--- src/logic/rtcc_pkg.sv ---
// shared constants, register map and types of the calendar clock block
package rtcc_pkg;

  // ----------------------------------------------------------------
  // register map (byte addresses)
  // ----------------------------------------------------------------
  localparam int ADDR_W = 8;
  localparam logic [7:0] OFF_SECONDS = 8'h00;
  localparam logic [7:0] OFF_MINUTES = 8'h04;
  localparam logic [7:0] OFF_HOURS = 8'h08;
  localparam logic [7:0] OFF_WEEKDAY = 8'h0C;
  localparam logic [7:0] OFF_DAY = 8'h10;
  localparam logic [7:0] OFF_MONTH = 8'h14;
  localparam logic [7:0] OFF_YEAR = 8'h18;
  localparam logic [7:0] OFF_CLOCK_CONTROL = 8'h1C;
  localparam logic [7:0] OFF_CLOCK_SOURCE = 8'h20;
  localparam logic [7:0] OFF_PERIODIC_SELECT = 8'h24;
  localparam logic [7:0] OFF_ALARM_MINUTE = 8'h28;
  localparam logic [7:0] OFF_ALARM_HOUR = 8'h2C;
  localparam logic [7:0] OFF_ALARM_WEEKDAY = 8'h30;
  localparam logic [7:0] OFF_IRQ_FLAG = 8'h34;
  localparam logic [7:0] OFF_IRQ_STATUS = 8'h38;
  localparam logic [7:0] OFF_IRQ_MASK = 8'h3C;

  // ----------------------------------------------------------------
  // field positions
  // ----------------------------------------------------------------
  localparam int SEC_BUSY_BIT = 7;
  localparam int CTL_START_BIT = 0;
  localparam int CTL_RUN_BIT = 1;
  localparam int CTL_H24_BIT = 2;
  localparam int CTL_PM_BIT = 3;
  localparam int CTL_COE_BIT = 4;
  localparam int IF_PER_BIT = 0;
  localparam int IF_ALM_BIT = 1;
  localparam int IF_AIE_BIT = 2;
  localparam int IRQ_PER_BIT = 0;
  localparam int IRQ_ALM_BIT = 1;
  localparam int ALM_EN_BIT = 7;
  localparam int DIV_1HZ_BIT = 14;
  localparam int DIV_64HZ_BIT = 8;

  // ----------------------------------------------------------------
  // timing and limits
  // ----------------------------------------------------------------
  localparam int COUNT_SRC_HZ = 32768;
  localparam logic [1:0] START_TICKS = 2'h2;
  localparam logic [1:0] STOP_TICKS = 2'h3;
  localparam logic [7:0] SEC_MAX = 8'h59;
  localparam logic [7:0] HOUR24_MAX = 8'h23;
  localparam logic [7:0] HOUR12_TOP = 8'h12;
  localparam logic [7:0] HOUR12_PM_EDGE = 8'h11;
  localparam logic [7:0] MON_MAX = 8'h12;
  localparam logic [7:0] YEAR_MAX = 8'h99;
  localparam logic [7:0] BCD_ONE = 8'h01;
  localparam logic [2:0] WDAY_MAX = 3'h6;
  localparam logic [1:0] RESP_OKAY = 2'h0;
  localparam logic [1:0] RESP_SLVERR = 2'h2;

  typedef enum logic [1:0] {
    RUN_STOPPED = 2'b00,
    RUN_STARTING = 2'b01,
    RUN_RUNNING = 2'b10,
    RUN_STOPPING = 2'b11
  } rtcc_run_e;

  typedef enum logic [2:0] {
    PER_NONE = 3'b000,
    PER_SEC = 3'b001,
    PER_MIN = 3'b010,
    PER_HOUR = 3'b011,
    PER_DAY = 3'b100,
    PER_MON = 3'b101,
    PER_YEAR = 3'b110
  } rtcc_per_e;

  localparam logic [1:0] COSEL_1HZ = 2'b01;
  localparam logic [1:0] COSEL_64HZ = 2'b10;

  // tens and units digits of every time field except weekday and the pm flag
  typedef struct packed {
    logic [6:0] sec;
    logic [6:0] min;
    logic [5:0] hour;
    logic [2:0] wday;
    logic [5:0] day;
    logic [4:0] mon;
    logic [7:0] year;
    logic pm;
  } rtcc_time_s;

  // one-cycle pulses, one for each field that stepped, weekday sharing the day pulse
  typedef struct packed {
    logic sec;
    logic min;
    logic hour;
    logic day;
    logic mon;
    logic year;
  } rtcc_carry_s;

endpackage

--- src/logic/rtcc_time.sv ---
// time-of-day and calendar counter chain with update-busy indication
`timescale 1ns/1ps
module rtcc_time
  import rtcc_pkg::*;
(
  // clock and reset
  input wire logic ref_clk_i,
  input wire logic rst_i,
  // control
  input wire logic sec_pulse_i,
  input wire logic fmt24_i,
  input wire logic load_i,
  input wire rtcc_time_s load_val_i,
  // state
  output rtcc_time_s time_o,
  output rtcc_carry_s carry_o,
  output logic busy_o
);

  function automatic logic [7:0] bcd_inc(input logic [7:0] v);
    if (v[3:0] == 4'h9) begin
      bcd_inc = {v[7:4] + 4'h1, 4'h0};
    end else begin
      bcd_inc = {v[7:4], v[3:0] + 4'h1};
    end
  endfunction

  function automatic logic [7:0] month_days(input logic [7:0] m, input logic [7:0] y);
    logic leap;
    leap = y[4] ? (y[3:0] == 4'h2 || y[3:0] == 4'h6)
                : (y[3:0] == 4'h0 || y[3:0] == 4'h4 || y[3:0] == 4'h8);
    if (m == 8'h02) begin
      month_days = leap ? 8'h29 : 8'h28;
    end else if (m == 8'h04 || m == 8'h06 || m == 8'h09 || m == 8'h11) begin
      month_days = 8'h30;
    end else begin
      month_days = 8'h31;
    end
  endfunction

  logic upd_pend;
  rtcc_time_s next_time;
  rtcc_carry_s next_carry;

  // ----------------------------------------------------------------
  // carry chain, evaluated once per second
  // ----------------------------------------------------------------
  always_comb begin
    logic [7:0] s;
    logic [7:0] mi;
    logic [7:0] h;
    logic [7:0] d;
    logic [7:0] mo;
    logic [7:0] s_inc;
    logic [7:0] mi_inc;
    logic [7:0] h_inc;
    logic [7:0] d_inc;
    logic [7:0] mo_inc;
    logic [7:0] d_last;
    s = {1'b0, time_o.sec};
    mi = {1'b0, time_o.min};
    h = {2'b0, time_o.hour};
    d = {2'b0, time_o.day};
    mo = {3'b0, time_o.mon};
    s_inc = bcd_inc(s);
    mi_inc = bcd_inc(mi);
    h_inc = bcd_inc(h);
    d_inc = bcd_inc(d);
    mo_inc = bcd_inc(mo);
    d_last = month_days(mo, time_o.year);
    next_time = time_o;
    next_carry = '0;
    next_carry.sec = 1'b1;
    // bcd digit counting
    next_time.sec = (s == SEC_MAX) ? 7'h0 : s_inc[6:0];
    next_carry.min = (s == SEC_MAX);
    if (next_carry.min) begin
      next_time.min = (mi == SEC_MAX) ? 7'h0 : mi_inc[6:0];
      next_carry.hour = (mi == SEC_MAX);
    end
    if (next_carry.hour) begin
      if (fmt24_i) begin
        next_time.hour = (h == HOUR24_MAX) ? 6'h0 : h_inc[5:0];
        next_carry.day = (h == HOUR24_MAX);
      end else begin
        next_time.hour = (h == HOUR12_TOP) ? BCD_ONE[5:0] : h_inc[5:0];
        next_time.pm = (h == HOUR12_PM_EDGE) ? ~time_o.pm : time_o.pm;
        next_carry.day = (h == HOUR12_PM_EDGE) && time_o.pm;
      end
    end
    if (next_carry.day) begin
      next_time.wday = (time_o.wday == WDAY_MAX) ? 3'h0 : time_o.wday + 3'h1;
      next_time.day = (d == d_last) ? BCD_ONE[5:0] : d_inc[5:0];
      next_carry.mon = (d == d_last);
    end
    if (next_carry.mon) begin
      next_time.mon = (mo == MON_MAX) ? BCD_ONE[4:0] : mo_inc[4:0];
      next_carry.year = (mo == MON_MAX);
    end
    if (next_carry.year) begin
      next_time.year = (time_o.year == YEAR_MAX) ? 8'h0 : bcd_inc(time_o.year);
    end
  end

  // ----------------------------------------------------------------
  // update sequence: busy rises a cycle before fields move, falls after
  // ----------------------------------------------------------------
  // busy spans the update
  always_ff @(posedge ref_clk_i) begin
    if (rst_i) begin
      upd_pend <= 1'b0;
      busy_o <= 1'b0;
    end else if (sec_pulse_i) begin
      upd_pend <= 1'b1;
      busy_o <= 1'b1;
    end else begin
      upd_pend <= 1'b0;
      busy_o <= upd_pend;
    end
  end

  always_ff @(posedge ref_clk_i) begin
    if (rst_i) begin
      time_o <= '{sec: 7'h0, min: 7'h0, hour: 6'h0, wday: 3'h0, day: 6'h01,
                  mon: 5'h01, year: 8'h0, pm: 1'b0};
      carry_o <= '0;
    end else if (load_i) begin
      time_o <= load_val_i;
      carry_o <= '0;
    end else if (upd_pend) begin
      time_o <= next_time;
      carry_o <= next_carry;
    end else begin
      carry_o <= '0;
    end
  end

endmodule

--- src/logic/rtcc_top.sv ---
// calendar clock core: run control, time registers, alarm, irq, axi4-lite slave
//
// Behaviour
// start request raises running flag within two ticks
// software waits for running flag after start
// stop request drops running flag within three ticks
// software waits for running flag clear
// time and format settings written only while stopped (format writes are also taken while starting)
// periodic select programmed last before start
// alarm writes only while busy flag clear (the core takes alarm writes whatever the busy flag shows)
// busy flag shown in seconds register
// guard multi-register reads against updates
// periodic request flag set for polling
// time held as tens and units digits
// read time registers back to back
// alarm match sets flag and request
// periodic flag rise sets periodic request
// busy covers whole carry chain update
//
// Register access over AXI4-Lite and the placing of the registers were chosen for this implementation.
`timescale 1ns/1ps
module rtcc_top
  import rtcc_pkg::*;
#(
  parameter int SUBCLK_PER_SEC = COUNT_SRC_HZ
) (
  // clock and reset
  input wire logic ref_clk_i,
  input wire logic rst_i,
  // count source, one-cycle pulse per sub-clock period
  input wire logic count_src_tick_i,
  // axi4-lite write
  input wire logic [ADDR_W-1:0] s_axi_awaddr,
  input wire logic s_axi_awvalid,
  output logic s_axi_awready,
  input wire logic [31:0] s_axi_wdata,
  input wire logic [3:0] s_axi_wstrb,
  input wire logic s_axi_wvalid,
  output logic s_axi_wready,
  output logic [1:0] s_axi_bresp,
  output logic s_axi_bvalid,
  input wire logic s_axi_bready,
  // axi4-lite read
  input wire logic [ADDR_W-1:0] s_axi_araddr,
  input wire logic s_axi_arvalid,
  output logic s_axi_arready,
  output logic [31:0] s_axi_rdata,
  output logic [1:0] s_axi_rresp,
  output logic s_axi_rvalid,
  input wire logic s_axi_rready,
  // outputs
  output logic irq_o,
  output logic clock_out_o
);

  // ----------------------------------------------------------------
  // state
  // ----------------------------------------------------------------
  rtcc_run_e run_state;
  logic [1:0] tick_cnt;
  logic count_start_request;
  logic count_running_flag;
  logic hour_format_select;
  logic clock_out_enable;
  logic [1:0] clock_out_select;
  rtcc_per_e periodic_irq_select_reg;
  logic [7:0] alarm_minute_reg;
  logic [7:0] alarm_hour_reg;
  logic [7:0] alarm_weekday_reg;
  logic periodic_flag;
  logic alarm_flag;
  logic alarm_irq_enable;
  logic [1:0] periodic_irq_control_reg;
  logic [1:0] irq_mask;
  logic [14:0] presc;
  logic src_div;
  logic sec_pulse;
  logic per_flag_d;
  logic [ADDR_W-1:0] aw_addr;
  logic [31:0] w_data;
  logic [3:0] w_strb;
  logic wr_fire;
  logic wr_hit;
  logic [31:0] rd_word;
  logic rd_hit;
  logic time_load;
  rtcc_time_s load_val;
  rtcc_time_s cur_time;
  rtcc_carry_s carry;
  logic update_busy_flag;
  logic per_evt;
  logic alarm_match;
  logic wr_low;

  assign wr_fire = !s_axi_awready && !s_axi_wready && !s_axi_bvalid;
  assign wr_low = wr_fire && w_strb[0];

  // ----------------------------------------------------------------
  // time counter
  // ----------------------------------------------------------------
  rtcc_time u_time (
    .ref_clk_i(ref_clk_i),
    .rst_i(rst_i),
    .sec_pulse_i(sec_pulse),
    .fmt24_i(hour_format_select),
    .load_i(time_load),
    .load_val_i(load_val),
    .time_o(cur_time),
    .carry_o(carry),
    .busy_o(update_busy_flag)
  );

  // time writes are dropped while counting so a write can never race the carry chain
  always_comb begin
    load_val = cur_time;
    time_load = 1'b0;
    if (wr_low && !count_running_flag && run_state == RUN_STOPPED) begin
      // stopped-only time writes
      time_load = 1'b1;
      case (aw_addr)
        OFF_SECONDS: load_val.sec = w_data[6:0];
        OFF_MINUTES: load_val.min = w_data[6:0];
        OFF_HOURS: load_val.hour = w_data[5:0];
        OFF_WEEKDAY: load_val.wday = w_data[2:0];
        OFF_DAY: load_val.day = w_data[5:0];
        OFF_MONTH: load_val.mon = w_data[4:0];
        OFF_YEAR: load_val.year = w_data[7:0];
        OFF_CLOCK_CONTROL: load_val.pm = w_data[CTL_PM_BIT];
        default: time_load = 1'b0;
      endcase
    end
  end

  // ----------------------------------------------------------------
  // run control
  // ----------------------------------------------------------------
  always_ff @(posedge ref_clk_i) begin
    if (rst_i) begin
      run_state <= RUN_STOPPED;
      tick_cnt <= 2'h0;
      count_running_flag <= 1'b0;
    end else begin
      case (run_state)
        RUN_STOPPED: begin
          tick_cnt <= 2'h0;
          if (count_start_request) begin
            run_state <= RUN_STARTING;
          end
        end
        RUN_STARTING: begin
          // running within two ticks
          if (!count_start_request) begin
            run_state <= RUN_STOPPED;
          end else if (count_src_tick_i) begin
            tick_cnt <= tick_cnt + 2'h1;
            if (tick_cnt == START_TICKS - 2'h1) begin
              run_state <= RUN_RUNNING;
              count_running_flag <= 1'b1;
              tick_cnt <= 2'h0;
            end
          end
        end
        RUN_RUNNING: begin
          if (!count_start_request) begin
            run_state <= RUN_STOPPING;
          end
        end
        RUN_STOPPING: begin
          // stopped within three ticks
          if (count_src_tick_i) begin
            tick_cnt <= tick_cnt + 2'h1;
            if (tick_cnt == STOP_TICKS - 2'h1) begin
              run_state <= RUN_STOPPED;
              count_running_flag <= 1'b0;
              tick_cnt <= 2'h0;
            end
          end
        end
        default: run_state <= RUN_STOPPED;
      endcase
    end
  end

  // one-second prescaler, counting only while running
  always_ff @(posedge ref_clk_i) begin
    if (rst_i) begin
      presc <= 15'h0;
      sec_pulse <= 1'b0;
      src_div <= 1'b0;
    end else begin
      sec_pulse <= 1'b0;
      if (count_src_tick_i) begin
        src_div <= ~src_div;
      end
      if (count_src_tick_i && count_running_flag) begin
        if (presc == 15'(SUBCLK_PER_SEC - 1)) begin
          presc <= 15'h0;
          sec_pulse <= 1'b1;
        end else begin
          presc <= presc + 15'h1;
        end
      end
    end
  end

  always_ff @(posedge ref_clk_i) begin
    if (rst_i) begin
      clock_out_o <= 1'b0;
    end else if (!clock_out_enable) begin
      clock_out_o <= 1'b0;
    end else if (clock_out_select == COSEL_1HZ) begin
      clock_out_o <= presc[DIV_1HZ_BIT];
    end else if (clock_out_select == COSEL_64HZ) begin
      clock_out_o <= presc[DIV_64HZ_BIT];
    end else begin
      clock_out_o <= src_div;
    end
  end

  // ----------------------------------------------------------------
  // periodic and alarm events
  // ----------------------------------------------------------------
  always_comb begin
    case (periodic_irq_select_reg)
      PER_SEC: per_evt = carry.sec;
      PER_MIN: per_evt = carry.min;
      PER_HOUR: per_evt = carry.hour;
      PER_DAY: per_evt = carry.day;
      PER_MON: per_evt = carry.mon;
      PER_YEAR: per_evt = carry.year;
      default: per_evt = 1'b0;
    endcase
  end

  // only enabled alarm fields take part in the compare
  assign alarm_match = carry.min
    && (!alarm_minute_reg[ALM_EN_BIT] || alarm_minute_reg[6:0] == cur_time.min)
    && (!alarm_hour_reg[ALM_EN_BIT] || alarm_hour_reg[5:0] == cur_time.hour)
    && (!alarm_weekday_reg[ALM_EN_BIT] || alarm_weekday_reg[2:0] == cur_time.wday)
    && (alarm_minute_reg[ALM_EN_BIT] || alarm_hour_reg[ALM_EN_BIT]
        || alarm_weekday_reg[ALM_EN_BIT]);

  // hardware set beats a software clear in the same cycle
  always_ff @(posedge ref_clk_i) begin
    if (rst_i) begin
      periodic_flag <= 1'b0;
      alarm_flag <= 1'b0;
      per_flag_d <= 1'b0;
      periodic_irq_control_reg <= 2'h0;
    end else begin
      per_flag_d <= periodic_flag;
      // periodic flag set
      if (per_evt) begin
        periodic_flag <= 1'b1;
      end else if (wr_low && aw_addr == OFF_IRQ_FLAG && w_data[IF_PER_BIT]) begin
        periodic_flag <= 1'b0;
      end
      // alarm flag on match
      if (alarm_match) begin
        alarm_flag <= 1'b1;
      end else if (wr_low && aw_addr == OFF_IRQ_FLAG && w_data[IF_ALM_BIT]) begin
        alarm_flag <= 1'b0;
      end
      // request on flag rise
      if (periodic_flag && !per_flag_d) begin
        periodic_irq_control_reg[IRQ_PER_BIT] <= 1'b1;
      end else if (wr_low && aw_addr == OFF_IRQ_STATUS && w_data[IRQ_PER_BIT]) begin
        periodic_irq_control_reg[IRQ_PER_BIT] <= 1'b0;
      end
      // request when enabled
      if (alarm_match && alarm_irq_enable) begin
        periodic_irq_control_reg[IRQ_ALM_BIT] <= 1'b1;
      end else if (wr_low && aw_addr == OFF_IRQ_STATUS && w_data[IRQ_ALM_BIT]) begin
        periodic_irq_control_reg[IRQ_ALM_BIT] <= 1'b0;
      end
    end
  end

  always_ff @(posedge ref_clk_i) begin
    if (rst_i) begin
      irq_o <= 1'b0;
    end else begin
      irq_o <= |(periodic_irq_control_reg & irq_mask);
    end
  end

  // ----------------------------------------------------------------
  // software-written settings
  // ----------------------------------------------------------------
  always_ff @(posedge ref_clk_i) begin
    if (rst_i) begin
      count_start_request <= 1'b0;
      hour_format_select <= 1'b1;
      clock_out_enable <= 1'b0;
      clock_out_select <= 2'h0;
      periodic_irq_select_reg <= PER_NONE;
      alarm_minute_reg <= 8'h0;
      alarm_hour_reg <= 8'h0;
      alarm_weekday_reg <= 8'h0;
      alarm_irq_enable <= 1'b0;
      irq_mask <= 2'h0;
    end else if (wr_low) begin
      case (aw_addr)
        OFF_CLOCK_CONTROL: begin
          count_start_request <= w_data[CTL_START_BIT];
          if (!count_running_flag) begin
            hour_format_select <= w_data[CTL_H24_BIT];
            clock_out_enable <= w_data[CTL_COE_BIT];
          end
        end
        OFF_CLOCK_SOURCE: begin
          if (!count_running_flag) begin
            clock_out_select <= w_data[1:0];
          end
        end
        OFF_PERIODIC_SELECT: begin
          if (!count_running_flag) begin
            periodic_irq_select_reg <= rtcc_per_e'(w_data[2:0]);
          end
        end
        OFF_ALARM_MINUTE: alarm_minute_reg <= w_data[7:0];
        OFF_ALARM_HOUR: alarm_hour_reg <= {w_data[7], 1'b0, w_data[5:0]};
        OFF_ALARM_WEEKDAY: alarm_weekday_reg <= {w_data[7], 4'h0, w_data[2:0]};
        OFF_IRQ_FLAG: alarm_irq_enable <= w_data[IF_AIE_BIT];
        OFF_IRQ_MASK: irq_mask <= w_data[1:0];
        default: ;
      endcase
    end
  end

  // ----------------------------------------------------------------
  // axi4-lite slave
  // ----------------------------------------------------------------
  always_comb begin
    wr_hit = (aw_addr <= OFF_IRQ_MASK) && (aw_addr[1:0] == 2'h0);
    rd_hit = (s_axi_araddr <= OFF_IRQ_MASK) && (s_axi_araddr[1:0] == 2'h0);
    rd_word = 32'h0;
    case (s_axi_araddr)
      // busy visible beside seconds
      OFF_SECONDS: rd_word = {24'h0, update_busy_flag, cur_time.sec};
      OFF_MINUTES: rd_word = {25'h0, cur_time.min};
      OFF_HOURS: rd_word = {26'h0, cur_time.hour};
      OFF_WEEKDAY: rd_word = {29'h0, cur_time.wday};
      OFF_DAY: rd_word = {26'h0, cur_time.day};
      OFF_MONTH: rd_word = {27'h0, cur_time.mon};
      OFF_YEAR: rd_word = {24'h0, cur_time.year};
      OFF_CLOCK_CONTROL: rd_word = {27'h0, clock_out_enable, cur_time.pm,
                                    hour_format_select, count_running_flag,
                                    count_start_request};
      OFF_CLOCK_SOURCE: rd_word = {30'h0, clock_out_select};
      OFF_PERIODIC_SELECT: rd_word = {29'h0, periodic_irq_select_reg};
      OFF_ALARM_MINUTE: rd_word = {24'h0, alarm_minute_reg};
      OFF_ALARM_HOUR: rd_word = {24'h0, alarm_hour_reg};
      OFF_ALARM_WEEKDAY: rd_word = {24'h0, alarm_weekday_reg};
      OFF_IRQ_FLAG: rd_word = {29'h0, alarm_irq_enable, alarm_flag, periodic_flag};
      OFF_IRQ_STATUS: rd_word = {30'h0, periodic_irq_control_reg};
      OFF_IRQ_MASK: rd_word = {30'h0, irq_mask};
      default: rd_word = 32'h0;
    endcase
  end

  always_ff @(posedge ref_clk_i) begin
    if (rst_i) begin
      s_axi_awready <= 1'b1;
      s_axi_wready <= 1'b1;
      s_axi_bvalid <= 1'b0;
      s_axi_bresp <= RESP_OKAY;
      aw_addr <= '0;
      w_data <= 32'h0;
      w_strb <= 4'h0;
    end else begin
      if (s_axi_awvalid && s_axi_awready) begin
        s_axi_awready <= 1'b0;
        aw_addr <= s_axi_awaddr;
      end
      if (s_axi_wvalid && s_axi_wready) begin
        s_axi_wready <= 1'b0;
        w_data <= s_axi_wdata;
        w_strb <= s_axi_wstrb;
      end
      if (wr_fire) begin
        s_axi_bvalid <= 1'b1;
        s_axi_bresp <= wr_hit ? RESP_OKAY : RESP_SLVERR;
      end
      if (s_axi_bvalid && s_axi_bready) begin
        s_axi_bvalid <= 1'b0;
        s_axi_awready <= 1'b1;
        s_axi_wready <= 1'b1;
      end
    end
  end

  always_ff @(posedge ref_clk_i) begin
    if (rst_i) begin
      s_axi_arready <= 1'b1;
      s_axi_rvalid <= 1'b0;
      s_axi_rdata <= 32'h0;
      s_axi_rresp <= RESP_OKAY;
    end else if (s_axi_arvalid && s_axi_arready) begin
      s_axi_arready <= 1'b0;
      s_axi_rvalid <= 1'b1;
      s_axi_rdata <= rd_word;
      s_axi_rresp <= rd_hit ? RESP_OKAY : RESP_SLVERR;
    end else if (s_axi_rvalid && s_axi_rready) begin
      s_axi_rvalid <= 1'b0;
      s_axi_arready <= 1'b1;
    end
  end

endmodule

--- config.mk ---
export PLATFORM = sky130hd
export DESIGN_NAME = rtcc_top
export DESIGN_NICKNAME = d
export VERILOG_FILES = /design/src/logic/rtcc_pkg.sv /design/src/logic/rtcc_time.sv /design/src/logic/rtcc_top.sv
export SDC_FILE = /design/constraint.sdc
export NUM_CORES = 1
export LEC_CHECK = 0
export ABC_AREA = 0
export BUFFER_PORTS_ARGS = -buffer_cell sky130_fd_sc_hd__buf_2
export CORE_MARGIN = 4
export CORE_UTILIZATION = 40
export DETAILED_ROUTE_END_ITERATION = 16
export GPL_ROUTABILITY_DRIVEN = 1
export MAX_ROUTING_LAYER = met4
export PLACE_DENSITY = 0.65
export SLEW_MARGIN = 20
export SYNTH_ARGS = -nofsm -noshare
export SYNTH_HDL_FRONTEND = slang
export SYNTH_HIERARCHICAL = 1
export SYNTH_SLANG_ARGS = --single-unit
export TNS_END_PERCENT = 100
--- constraint.sdc ---
create_clock -name ref_clk_i -period 3 [get_ports ref_clk_i]
set_clock_uncertainty 0.05 [all_clocks]
set_input_delay 0.15 -clock ref_clk_i [delete_from_list [all_inputs] [get_ports ref_clk_i]]
set_output_delay 0.15 -clock ref_clk_i [all_outputs]
set_load 0.01 [all_outputs]
==> impl_summary.log, run 1 <==
INFO  metric grt_pass1_wl = 38790 µm
INFO  metric worst-path-max-fanout = 8
INFO  metric maxSlewHeadroom = 36.37%
INFO  metric root_buffer = sky130_fd_sc_hd__clkbuf_16
INFO  metric layout_min_cycle_time = 2791 ps
INFO  metric setup_repair_after_global_routing_missed_its_margin = false
INFO  metric largest_registers = u_time/time_o (43), presc (15)
INFO  metric synth-compound-area-share = 16.62%
INFO  metric critical_path.startpoint_type = register
INFO  metric totalWireLength = 24710 µm
INFO  metric crit_required = 3270 ps
INFO  metric cp_data_arrival_time = 3060 ps
INFO  metric syn_avg_cell_area = 8.293 µm²
INFO  metric io_buffer_count = 49
INFO  metric crit_family = simple AND/OR/NAND/NOR gates
INFO  metric netlist.area_leader.share = 33.22%
INFO  metric endpoints_failing_hold = 0
INFO  metric cts_tree = yes
INFO  metric yosys_register_bits = 142
INFO  metric combinational_family_with_the_most_area_after_synthesis = simple AND/OR/NAND/NOR gates
INFO  metric tritoncts_buffer_count = 17
INFO  metric synthCells = 1032
INFO  metric hold_buffers = 22
INFO  metric synth-simple-area-share = 25.20%
INFO  metric seq_area = 2843 µm²
INFO  metric worstSetupPathType = register to register
INFO  metric initial_antenna_violation_count = 0
INFO  metric slowest_stage_cell_on_the_critical_path = sky130_fd_sc_hd__or4b_1
INFO  metric remaining_drc_errors = 0
INFO  metric multi_input_comb_area = 5271 µm²
INFO  metric timing.critical_path.cells = or4b_1, or4b_4, a21oi_4, o211ai_2, or4_1, a32o_1
INFO  metric final.hold.worst_slack = 37.54 ps
INFO  metric synthToLayoutAreaGrowth = 14.72%
INFO  metric floorplan.die_area = 23800 µm²
INFO  metric netlist-cell-type-count = 83
INFO  metric num_rows = 53
INFO  metric register_with_the_highest_flop_count = u_time/time_o
INFO  metric post-cts-setup-buffer-count = 0
INFO  metric drt_iter0_drc = 767
INFO  metric synth-async-reset-ratio = 0%
INFO  metric ys.flop_type = sky130_fd_sc_hd__dfxtp_1
INFO  metric power_density = 434.4 nW/µm²
INFO  metric critPathCaptureType = register
INFO  metric result_of_the_run = finished clean
INFO  metric final_layout_size_suffix_gt1_share = 16.95%
INFO  metric design.portCount = 103
INFO  metric worst_slew_pin_slew = 953.2 ps
INFO  metric drv_slew = 0
INFO  metric detailed_place_hpwl = 17070 µm
INFO  metric hold_path.class = input port to register
INFO  metric clock_sink_count = 142
INFO  metric fin_nets = 1162
INFO  metric final_core_utilization = 46.71%
INFO  metric synth_edf_count = 0
INFO  metric synth_top_cells_by_area = sky130_fd_sc_hd__dfxtp_1 (33%), sky130_fd_sc_hd__mux2_2 (6.8%), sky130_fd_sc_hd__mux2i_1 (6.0%)
INFO  metric nFillCells = 2034
INFO  metric num_antenna_cells = 0
INFO  metric die_width = 154.3 µm
INFO  metric power_leakage = 3.728 nW
INFO  metric post_synth_instance_area = 8558 µm²
INFO  metric worst-path-buf-inv = 0
INFO  metric final_antenna_net_count = 0
INFO  metric critical-path-max-stage-delay = 600 ps
INFO  metric vdd.ir_drop.worst = 0.0003834 V
INFO  metric finalInstanceArea = 9818 µm²
INFO  metric post_synthesis_adder_cell_area_fraction = 1.608%
INFO  metric setup-violations-final = 0
INFO  metric wire_per_inst = 17.93 µm
INFO  metric place_congestion = 0.9630
INFO  metric starting_density = 40.71%
INFO  metric ys_warn_count = 6
INFO  metric finalSetupTns = 0 ps
INFO  metric gr-usage-all-layers = 20.80%
INFO  metric synth.area.mux_share = 13.07%
INFO  metric maximum_number_of_pins_on_one_net_before_global_route_repair = 54
INFO  metric cts_max_level = 4
INFO  metric post-synth-top-area-cell = sky130_fd_sc_hd__dfxtp_1
INFO  metric cts_resized = 0
INFO  metric synth_sequential_area_ratio = 33.22%
INFO  metric vias = 7762
INFO  metric core_area = 21020 µm²
INFO  metric largest_register_ffs = 43
INFO  metric maxClockFrequency = 358.2 MHz
INFO  metric detailed_place.area = 9041 µm²
INFO  metric via_count_of_the_first_global_routing_pass = 7183
INFO  metric synth_xor_xnor_area_share = 3.889%
INFO  metric first_pass_iteration_count_of_the_detailed_router = 5
INFO  metric global_route.overflow_total = 0
INFO  metric final_worst_path_period_share = 93.05%
INFO  metric vias_per_cell = 5.633
INFO  metric cts_max_path_buffers = 2
INFO  metric worst_setup_hold_path_clk_slew = 60 ps
INFO  metric timing.max_cap.violations = 0
INFO  metric die_y = 154.3 µm
INFO  metric insertion_delay = 430 ps
[layer usage]
metal	vias up	wire [µm]	track usage [%]	share of wire, %
met5	-	0	-	0
met4	0	786	7.906	3.2
met2	267	11300	32.47	46
met1	3662	11250	27.40	46
met3	39	1373	2.994	5.6
li1	3794	-	-	-
[area by class of cell]
type                            instances  area share, %
Sequential cell                       142          28.95
Tap cell                              275          3.505
Multi-Input combinational cell        803          53.69
Inverter                               26         0.9940
Timing Repair Buffer                  101          7.187
Clock inverter                         11          1.223
Clock buffer                           20          4.448
[power breakdown]
part / total (mW) / internal [mW] / switching, mW
clock: 2.04 / 1.21 / 0.821
combinational: 0.264 / 0.100 / 0.163
sequential: 1.97 / 1.91 / 0.0550
[worst register-to-register path, cell delays in order, from the launching register on]
cell and delay (ps):
sky130_fd_sc_hd__dfxtp_1 370, sky130_fd_sc_hd__or4b_1 600, sky130_fd_sc_hd__or4b_4 530, sky130_fd_sc_hd__a21oi_4 170
sky130_fd_sc_hd__o211ai_2 160, sky130_fd_sc_hd__or4_1 550, sky130_fd_sc_hd__a32o_1 270
[layout by cell type, fill, tap and decap left out, types with 8 or more instances in the layout]
cell	instances
sky130_fd_sc_hd__o21ai_0	39
sky130_fd_sc_hd__buf_2	48
sky130_fd_sc_hd__nor2b_1	18
sky130_fd_sc_hd__buf_4	30
sky130_fd_sc_hd__inv_1	25
sky130_fd_sc_hd__a21oi_1	64
sky130_fd_sc_hd__o22ai_1	9
sky130_fd_sc_hd__dlygate4sd3_1	22
sky130_fd_sc_hd__a22oi_1	8
sky130_fd_sc_hd__nor3_1	26
sky130_fd_sc_hd__mux2i_1	51
sky130_fd_sc_hd__dfxtp_1	142
sky130_fd_sc_hd__nor3b_1	8
sky130_fd_sc_hd__conb_1	26
sky130_fd_sc_hd__nor2_1	118
sky130_fd_sc_hd__xnor2_1	16
sky130_fd_sc_hd__a31oi_1	12
sky130_fd_sc_hd__nand2b_1	9
sky130_fd_sc_hd__nand2_1	89
sky130_fd_sc_hd__mux2_2	52
sky130_fd_sc_hd__ha_1	11
sky130_fd_sc_hd__and2_1	10
sky130_fd_sc_hd__nand3_1	42
sky130_fd_sc_hd__and3_1	9
sky130_fd_sc_hd__clkbuf_16	17
sky130_fd_sc_hd__nand4_1	16
sky130_fd_sc_hd__a211oi_1	15
sky130_fd_sc_hd__xor2_1	22
sky130_fd_sc_hd__a311oi_1	9
[synth_stat cells (all sizes together) (7+ instances only)]
| library cell | n |
|---|---|
| nor3 | 29 |
| o21bai | 7 |
| mux2i | 51 |
| inv | 25 |
| a211oi | 15 |
| clkbuf | 43 |
| a311oi | 9 |
| o22ai | 9 |
| and2 | 10 |
| nor4 | 7 |
| mux2 | 52 |
| o21ai | 39 |
| nor3b | 11 |
| ha | 11 |
| a21oi | 65 |
| dfxtp | 142 |
| and3 | 9 |
| nand2 | 89 |
| nand3 | 43 |
| a31oi | 12 |
| nand2b | 9 |
| buf | 43 |
| nor2 | 124 |
| nand4 | 16 |
| xnor2 | 16 |
| xor2 | 22 |
| nor2b | 18 |
| a221oi | 7 |
| a22oi | 8 |
[metrics by stage]
step           worst slack, ps  total power [mW]  cells
2_1_floorplan            318.4             2.170   1057
3_3_place_gp             270.8             2.241   1325
3_5_place_dp             212.5             2.244   1325
4_1_cts                  204.1             4.298   1378
5_1_grt                  91.25             4.390   1378
6_report                 208.6             4.265   1378
[cell families (layout without fill, tap and decap cells)]
family,Yosys count,count (layout)
xor+xnor,38,38
mux,104,104
flops,142,142
fa+ha+maj,11,11
simple gates,409,409
compound gates,215,215
buf+inv,112,158
other cells,1,26
[path summary, 6_finish.rpt]
path	cells after the start	slack, ps	start	endpoint
worst max register to register	6	210	u_time/time_o[13]	u_time/time_o[2]
worst max-delay path	6	210	u_time/time_o[13]	u_time/time_o[2]
worst min register to register	2	410	s_axi_rdata[5]	s_axi_rdata[5]
worst min-delay path	3	40	count_src_tick_i	src_div
(Power assumes the default switching activity.)
==> run 2, diff against run 1 <==
==> constraint.sdc (replaced) <==
create_clock -name ref_clk_i -period 3 [get_ports ref_clk_i]
set_clock_uncertainty 0.05 [all_clocks]
set_input_delay 0.75 -clock ref_clk_i [delete_from_list [all_inputs] [get_ports ref_clk_i]]
set_output_delay 0.75 -clock ref_clk_i [all_outputs]
set_load 0.01 [all_outputs]
==> impl_summary.log, run 2 (same netlist as run 1, synthesis figures left out) <==
INFO  metric result_of_the_run = finished clean
INFO  metric hold_path_depth = 2 (-1)
INFO  metric detailed_place_hpwl = 17210 µm (+0.80%)
INFO  metric maxClockFrequency = 363.5 MHz (+1.5%)
INFO  metric gr-usage-all-layers = 20.67% (-0.13 points)
INFO  metric floorplan.die_area = 23800 µm² (unchanged)
INFO  metric global_route.overflow_total = 0 (unchanged)
INFO  metric vias_per_cell = 5.694 (+1.1%)
INFO  metric power_leakage = 3.702 nW (-0.70%)
INFO  metric critPathCaptureType = register
INFO  metric setup-violations-final = 0 (unchanged)
INFO  metric layout_min_cycle_time = 2751 ps (-40.29 ps)
INFO  metric root_buffer = sky130_fd_sc_hd__clkbuf_16
INFO  metric largest_registers = u_time/time_o (43), presc (15)
INFO  metric clock_sink_count = 142 (unchanged)
INFO  metric num_antenna_cells = 0 (unchanged)
INFO  metric worst-path-max-fanout = 12 (+4)
INFO  metric finalSetupTns = 0 ps (unchanged)
INFO  metric final_worst_path_period_share = 91.70% (-1.3 points)
INFO  metric worst_setup_hold_path_clk_slew = 60 ps (about the same)
INFO  metric die_width = 154.3 µm (unchanged)
INFO  metric grt_use_met2 = 32.13% (-0.33 points)
INFO  metric drv_slew = 0 (unchanged)
INFO  metric maximum_number_of_pins_on_one_net_before_global_route_repair = 104 (+93%)
INFO  metric worst_slew_pin_slew = 958.4 ps (+5.221 ps)
INFO  metric num_rows = 53 (unchanged)
INFO  metric endpoints_failing_hold = 0 (unchanged)
INFO  metric core_area = 21020 µm² (unchanged)
INFO  metric commonest_non_fill_non_tap_cell_in_the_layout = sky130_fd_sc_hd__dfxtp_1
INFO  metric layout.cells.most_common_list = sky130_fd_sc_hd__dfxtp_1 (142), sky130_fd_sc_hd__nor2_1 (118), sky130_fd_sc_hd__nand2_1 (89)
INFO  metric maxSlewHeadroom = 36.02% (-0.35 points)
INFO  metric timing.critical_path.cells = nor4bb_1, nand4_1, or2_2, nor4b_2, buf_4, o21ai_0, a22o_1
INFO  metric cts_resized = 0 (unchanged)
INFO  metric place_ws = 278.1 ps (+65.60 ps)
INFO  metric place_congestion = 1.011 (+4.9%)
INFO  metric first_pass_iteration_count_of_the_detailed_router = 6 (+1)
INFO  metric power_density = 458.2 nW/µm² (+5.5%)
INFO  metric rr_worst_depth = 7 (+1)
INFO  metric cp_data_arrival_time = 3030 ps (-30 ps)
INFO  metric io_buffer_count = 49 (unchanged)
INFO  metric final_layout_size_suffix_gt1_share = 18.07% (+1.1 points)
INFO  metric remaining_drc_errors = 0 (unchanged)
INFO  metric top_usage_layer = met2
INFO  metric register_with_the_highest_flop_count = u_time/time_o
INFO  metric crit_required = 3280 ps (about the same)
INFO  metric largest_register_ffs = 43 (unchanged)
INFO  metric insertion_delay = 440 ps (about the same)
INFO  metric setup_slack = 248.9 ps (+40.29 ps)
INFO  metric hold_buffers = 0 (-100%)
INFO  metric setup_repair_after_global_routing_missed_its_margin = false
INFO  metric grt_pass1_wl = 38580 µm (-0.53%)
INFO  metric timing.max_cap.violations = 0 (unchanged)
INFO  metric hold_path.class = register to register
INFO  metric critical_path.startpoint_type = register
INFO  metric critical-path-max-stage-delay = 570 ps (-30 ps)
INFO  metric post-cts-setup-buffer-count = 0 (unchanged)
INFO  metric design.portCount = 103 (unchanged)
INFO  metric wire_per_inst = 18.09 µm (+0.89%)
INFO  metric vdd.ir_drop.worst = 0.0003926 V (+2.4%)
INFO  metric vias = 7772 (+0.13%)
INFO  metric tritoncts_buffer_count = 17 (unchanged)
INFO  metric met3_layer_usage_reported_by_global_route = 3.218% (+0.22 points)
INFO  metric met1_track_demand_over_resource = 26.81% (-0.59 points)
INFO  metric slowest_stage_cell_on_the_critical_path = sky130_fd_sc_hd__or2_2
INFO  metric totalWireLength = 24700 µm (about the same)
INFO  metric via_count_of_the_first_global_routing_pass = 7109 (-1.0%)
INFO  metric starting_density = 40.71% (unchanged)
INFO  metric die_y = 154.3 µm (unchanged)
INFO  metric synthToLayoutAreaGrowth = 13.74%
INFO  metric final_antenna_net_count = 0 (unchanged)
INFO  metric fin_nets = 1148 (-1.2%)
INFO  metric initial_antenna_violation_count = 0 (unchanged)
INFO  metric worstSetupPathType = register to register
INFO  metric cts_tree = yes
INFO  metric cts_max_level = 4 (unchanged)
INFO  metric drt_iter0_drc = 672 (-12%)
INFO  metric cts_max_path_buffers = 2 (unchanged)
==> run 2: path summary, 6_finish.rpt <==
| path | from | endpoint | slack (ps) |
|---|---|---|---|
| hold reg to reg | s_axi_rdata[5] | s_axi_rdata[5] | 400 |
| setup / recovery | u_time/time_o[39] | u_time/time_o[19] | 250 |
| hold / removal | s_axi_rdata[5] | s_axi_rdata[5] | 400 |
| setup reg to reg | u_time/time_o[39] | u_time/time_o[19] | 250 |
==> run 2: worst max-delay path: cells and delay by family, from the launching register on <==
kind            cells  cell delay, ps
compound gates      2             270
simple gates        4            1720
flops               1             420
buf+inv             1             180
==> run 2: power by group <==
group	internal [mW]	switching (mW)
Combinational	0.0845	0.161
Sequential	1.91	0.0555
Clock	1.39	0.855
Total	3.39	1.07
==> run 2: area by class of cell <==
class / count / area, µm²
clock inverters: 13 / 187.7
well taps: 275 / 344.1
multi-input cells: 803 / 5271
inverters: 26 / 97.59
fillers: 2039 / 11290
clock buffers: 19 / 432.9
repair buffers: 87 / 558.0
flip-flops and latches: 142 / 2843
==> run 2: routing by layer <==
metal  vias to the layer above  share of wire (%)
met5                         -                  0
met1                      3646                 45
met3                        65                6.4
met4                         0                3.3
met2                       290                 45
li1                       3771                  -
==> run 2: stage by stage <==
step                      instances  hold WS, ps  util, %  power [mW]  area, µm²
final                          1365        404.9    46.31       4.461       9734
after global placement         1333        388.7    43.35       2.246       9114
after CTS                      1365        409.0    46.31       4.481       9734
after global routing           1365        423.0    46.31       4.585       9734
after detailed placement       1333        395.4    43.35       2.248       9114
after floorplan                1057        377.0        -       2.170       8652
==> run 3, diff against run 2 <==
--- a/config.mk
+++ b/config.mk
@@ -12,7 +12,8 @@
 export DETAILED_ROUTE_END_ITERATION = 16
 export GPL_ROUTABILITY_DRIVEN = 1
 export MAX_ROUTING_LAYER = met4
-export PLACE_DENSITY = 0.65
+export PLACE_DENSITY = 0.57
+export RECOVER_POWER = 25
 export SLEW_MARGIN = 20
 export SYNTH_ARGS = -nofsm -noshare
 export SYNTH_HDL_FRONTEND = slang
==> impl_summary.log, run 3 (same netlist as run 1, synthesis figures left out) <==
INFO  metric timing.max_cap.violations = 1 (+1)
INFO  metric drt_iter0_drc = 694 (+3.3%)
INFO  metric root_buffer = sky130_fd_sc_hd__clkbuf_16
INFO  metric first_pass_iteration_count_of_the_detailed_router = 5 (-1)
INFO  metric violations = capacitance limit, slew limit
INFO  metric tritoncts_buffer_count = 17 (unchanged)
INFO  metric maxClockFrequency = 346.5 MHz (-4.7%)
INFO  metric core_area = 21020 µm² (unchanged)
INFO  metric num_antenna_cells = 0 (unchanged)
INFO  metric largest_registers = u_time/time_o (43), presc (15)
INFO  metric fin_total_pwr = 4.407 mW (-1.2%)
INFO  metric cts_max_path_buffers = 2 (unchanged)
INFO  metric power_leakage = 3.676 nW (-0.70%)
INFO  metric internal_power = 3.334 mW (-1.6%)
INFO  metric crit_required = 3260 ps (-20 ps)
INFO  metric wire_per_inst = 18.68 µm (+3.3%)
INFO  metric setup_repair_after_global_routing_missed_its_margin = false
INFO  metric hold_path_depth = 2 (unchanged)
INFO  metric cp_data_arrival_time = 3150 ps (+120 ps)
INFO  metric io_buffer_count = 49 (unchanged)
INFO  metric commonest_non_fill_non_tap_cell_in_the_layout = sky130_fd_sc_hd__dfxtp_1
INFO  metric initial_antenna_violation_count = 0 (unchanged)
INFO  metric vias_per_cell = 5.593 (-1.8%)
INFO  metric final_layout_size_suffix_gt1_share = 17.98% (-0.092 points)
INFO  metric place_congestion = 0.9096 (-10%)
INFO  metric largest_register_ffs = 43 (unchanged)
INFO  metric starting_density = 40.71% (unchanged)
INFO  metric post_layout_nonfiller_instances = 1365 (unchanged)
INFO  metric global_route.overflow_total = 0 (unchanged)
INFO  metric maximum_number_of_pins_on_one_net_before_global_route_repair = 77 (-26%)
INFO  metric post-cts-setup-buffer-count = 0 (unchanged)
INFO  metric insertion_delay = 430 ps (about the same)
INFO  metric clock_sink_count = 142 (unchanged)
INFO  metric totalWireLength = 25510 µm (+3.3%)
INFO  metric worst-path-max-fanout = 8 (-4)
INFO  metric power_density = 454.2 nW/µm² (-0.88%)
INFO  metric layout_min_cycle_time = 2886 ps (+134.8 ps)
INFO  metric power_switching_share = 24.35% (+0.32 points)
INFO  metric critical_path.startpoint_type = register
INFO  metric critPathCaptureType = register
INFO  metric die_width = 154.3 µm (unchanged)
INFO  metric cts_tree = yes
INFO  metric remaining_drc_errors = 0 (unchanged)
INFO  metric power.share.sequential = 44.6% (+0.5 points)
INFO  metric drv_slew = 77 (+77)
INFO  metric final_antenna_net_count = 0 (unchanged)
INFO  metric vdd.ir_drop.worst = 0.0003348 V (-15%)
INFO  metric synthToLayoutAreaGrowth = 13.38%
INFO  metric nFillCells = 2026 (-0.64%)
INFO  metric worstSetupPathType = register to register
INFO  metric worst_setup_hold_path_clk_slew = 60 ps (about the same)
INFO  metric netSwitchingPower = 1.073 mW (about the same)
INFO  metric detailed_place_hpwl = 17950 µm (+4.3%)
INFO  metric finalSetupTns = 0 ps (unchanged)
INFO  metric fin_nets = 1148 (unchanged)
INFO  metric die_y = 154.3 µm (unchanged)
INFO  metric vias = 7634 (-1.8%)
INFO  metric setup_slack = 114.1 ps (-134.8 ps)
INFO  metric setup-violations-final = 0 (unchanged)
INFO  metric result_of_the_run = finished, violations left
INFO  metric register_with_the_highest_flop_count = u_time/time_o
INFO  metric design.portCount = 103 (unchanged)
INFO  metric gr-usage-all-layers = 21.67% (+1.0 points)
INFO  metric worst_slew_pin_slew = 1514 ps (+555.7 ps)
INFO  metric floorplan.die_area = 23800 µm² (unchanged)
INFO  metric endpoints_failing_hold = 0 (unchanged)
INFO  metric via_count_of_the_first_global_routing_pass = 6976 (-1.9%)
INFO  metric placed_cells_incl_taps = 1333 (unchanged)
INFO  metric layout.cells.most_common_list = sky130_fd_sc_hd__dfxtp_1 (142), sky130_fd_sc_hd__nor2_1 (118), sky130_fd_sc_hd__nand2_1 (89)
INFO  metric final_core_utilization = 46.16% (-0.15 points)
INFO  metric grt_pass1_wl = 39560 µm (+2.5%)
INFO  metric num_rows = 53 (unchanged)
INFO  metric share_clk_of_total_power = 49.8% (-0.6 points)
INFO  metric maxSlewHeadroom = -0.9444% (-37 points)
INFO  metric cts_max_level = 4 (unchanged)
INFO  metric rr_worst_depth = 6 (-1)
INFO  metric hold_path.class = register to register
INFO  metric comb_power_share = 5.5% (about the same)
INFO  metric final_worst_path_period_share = 96.20% (+4.5 points)
INFO  metric place_ws = 119.4 ps (-158.6 ps)
==> run 3: per-layer routing <==
| metal | GRT usage, % | routed length, µm |
|---|---|---|
| met5 | - | 0 |
| met4 | 6.056 | 441 |
| met3 | 3.190 | 1286 |
| met2 | 33.94 | 11840 |
| met1 | 29.30 | 11940 |
==> run 3: worst paths after layout <==
path / endpoint / slack [ps] / startpoint
hold / removal: s_axi_rdata[7] / 400 / s_axi_rdata[7]
setup / recovery: u_time/time_o[2] / 110 / u_time/time_o[13]
hold reg to reg: s_axi_rdata[7] / 400 / s_axi_rdata[7]
setup reg to reg: u_time/time_o[2] / 110 / u_time/time_o[13]
==> run 3: power by group through the flow <==
stage,clock [mW],combinational (mW),sequential (mW)
final,2.20,0.243,1.97
after global routing,2.31,0.267,1.97
after CTS,2.23,0.246,1.97
after detailed placement,0,0.245,2.01
after global placement,0,0.243,2.01
after floorplan,0,0.196,1.97
==> run 3: final cells by class <==
class / count / area [µm²] / share of cell area [%]
clock inverters: 11 / 156.4 / 1.612
multi-input cells: 803 / 5278 / 54.39
inverters: 26 / 97.59 / 1.006
clock buffers: 21 / 450.4 / 4.642
flip-flops and latches: 142 / 2843 / 29.30
well taps: 275 / 344.1 / 3.546
repair buffers: 87 / 534.3 / 5.506
==> run 3: what timing repair did <==
action	in CTS	in global routing
hold buffers	0	0
endpoints found under the setup margin	0	1
gates resized for setup	0	1
==> run 3: through the flow <==
| step | cell area (µm²) | hold slack [ps] |
|---|---|---|
| after CTS | 9721 | 403.6 |
| after detailed placement | 9114 | 395.7 |
| after floorplan | 8652 | 377.0 |
| final | 9703 | 403.7 |
| after global routing | 9703 | 438.4 |
| after global placement | 9114 | 391.2 |
==> run 3: critical path: stages (launching register included) <==
cell and delay, ps:
sky130_fd_sc_hd__dfxtp_1 380, sky130_fd_sc_hd__or4b_1 600, sky130_fd_sc_hd__or4b_4 520, sky130_fd_sc_hd__a21oi_4 180, sky130_fd_sc_hd__o211ai_2 190, sky130_fd_sc_hd__or4_1 570, sky130_fd_sc_hd__a32o_1 290
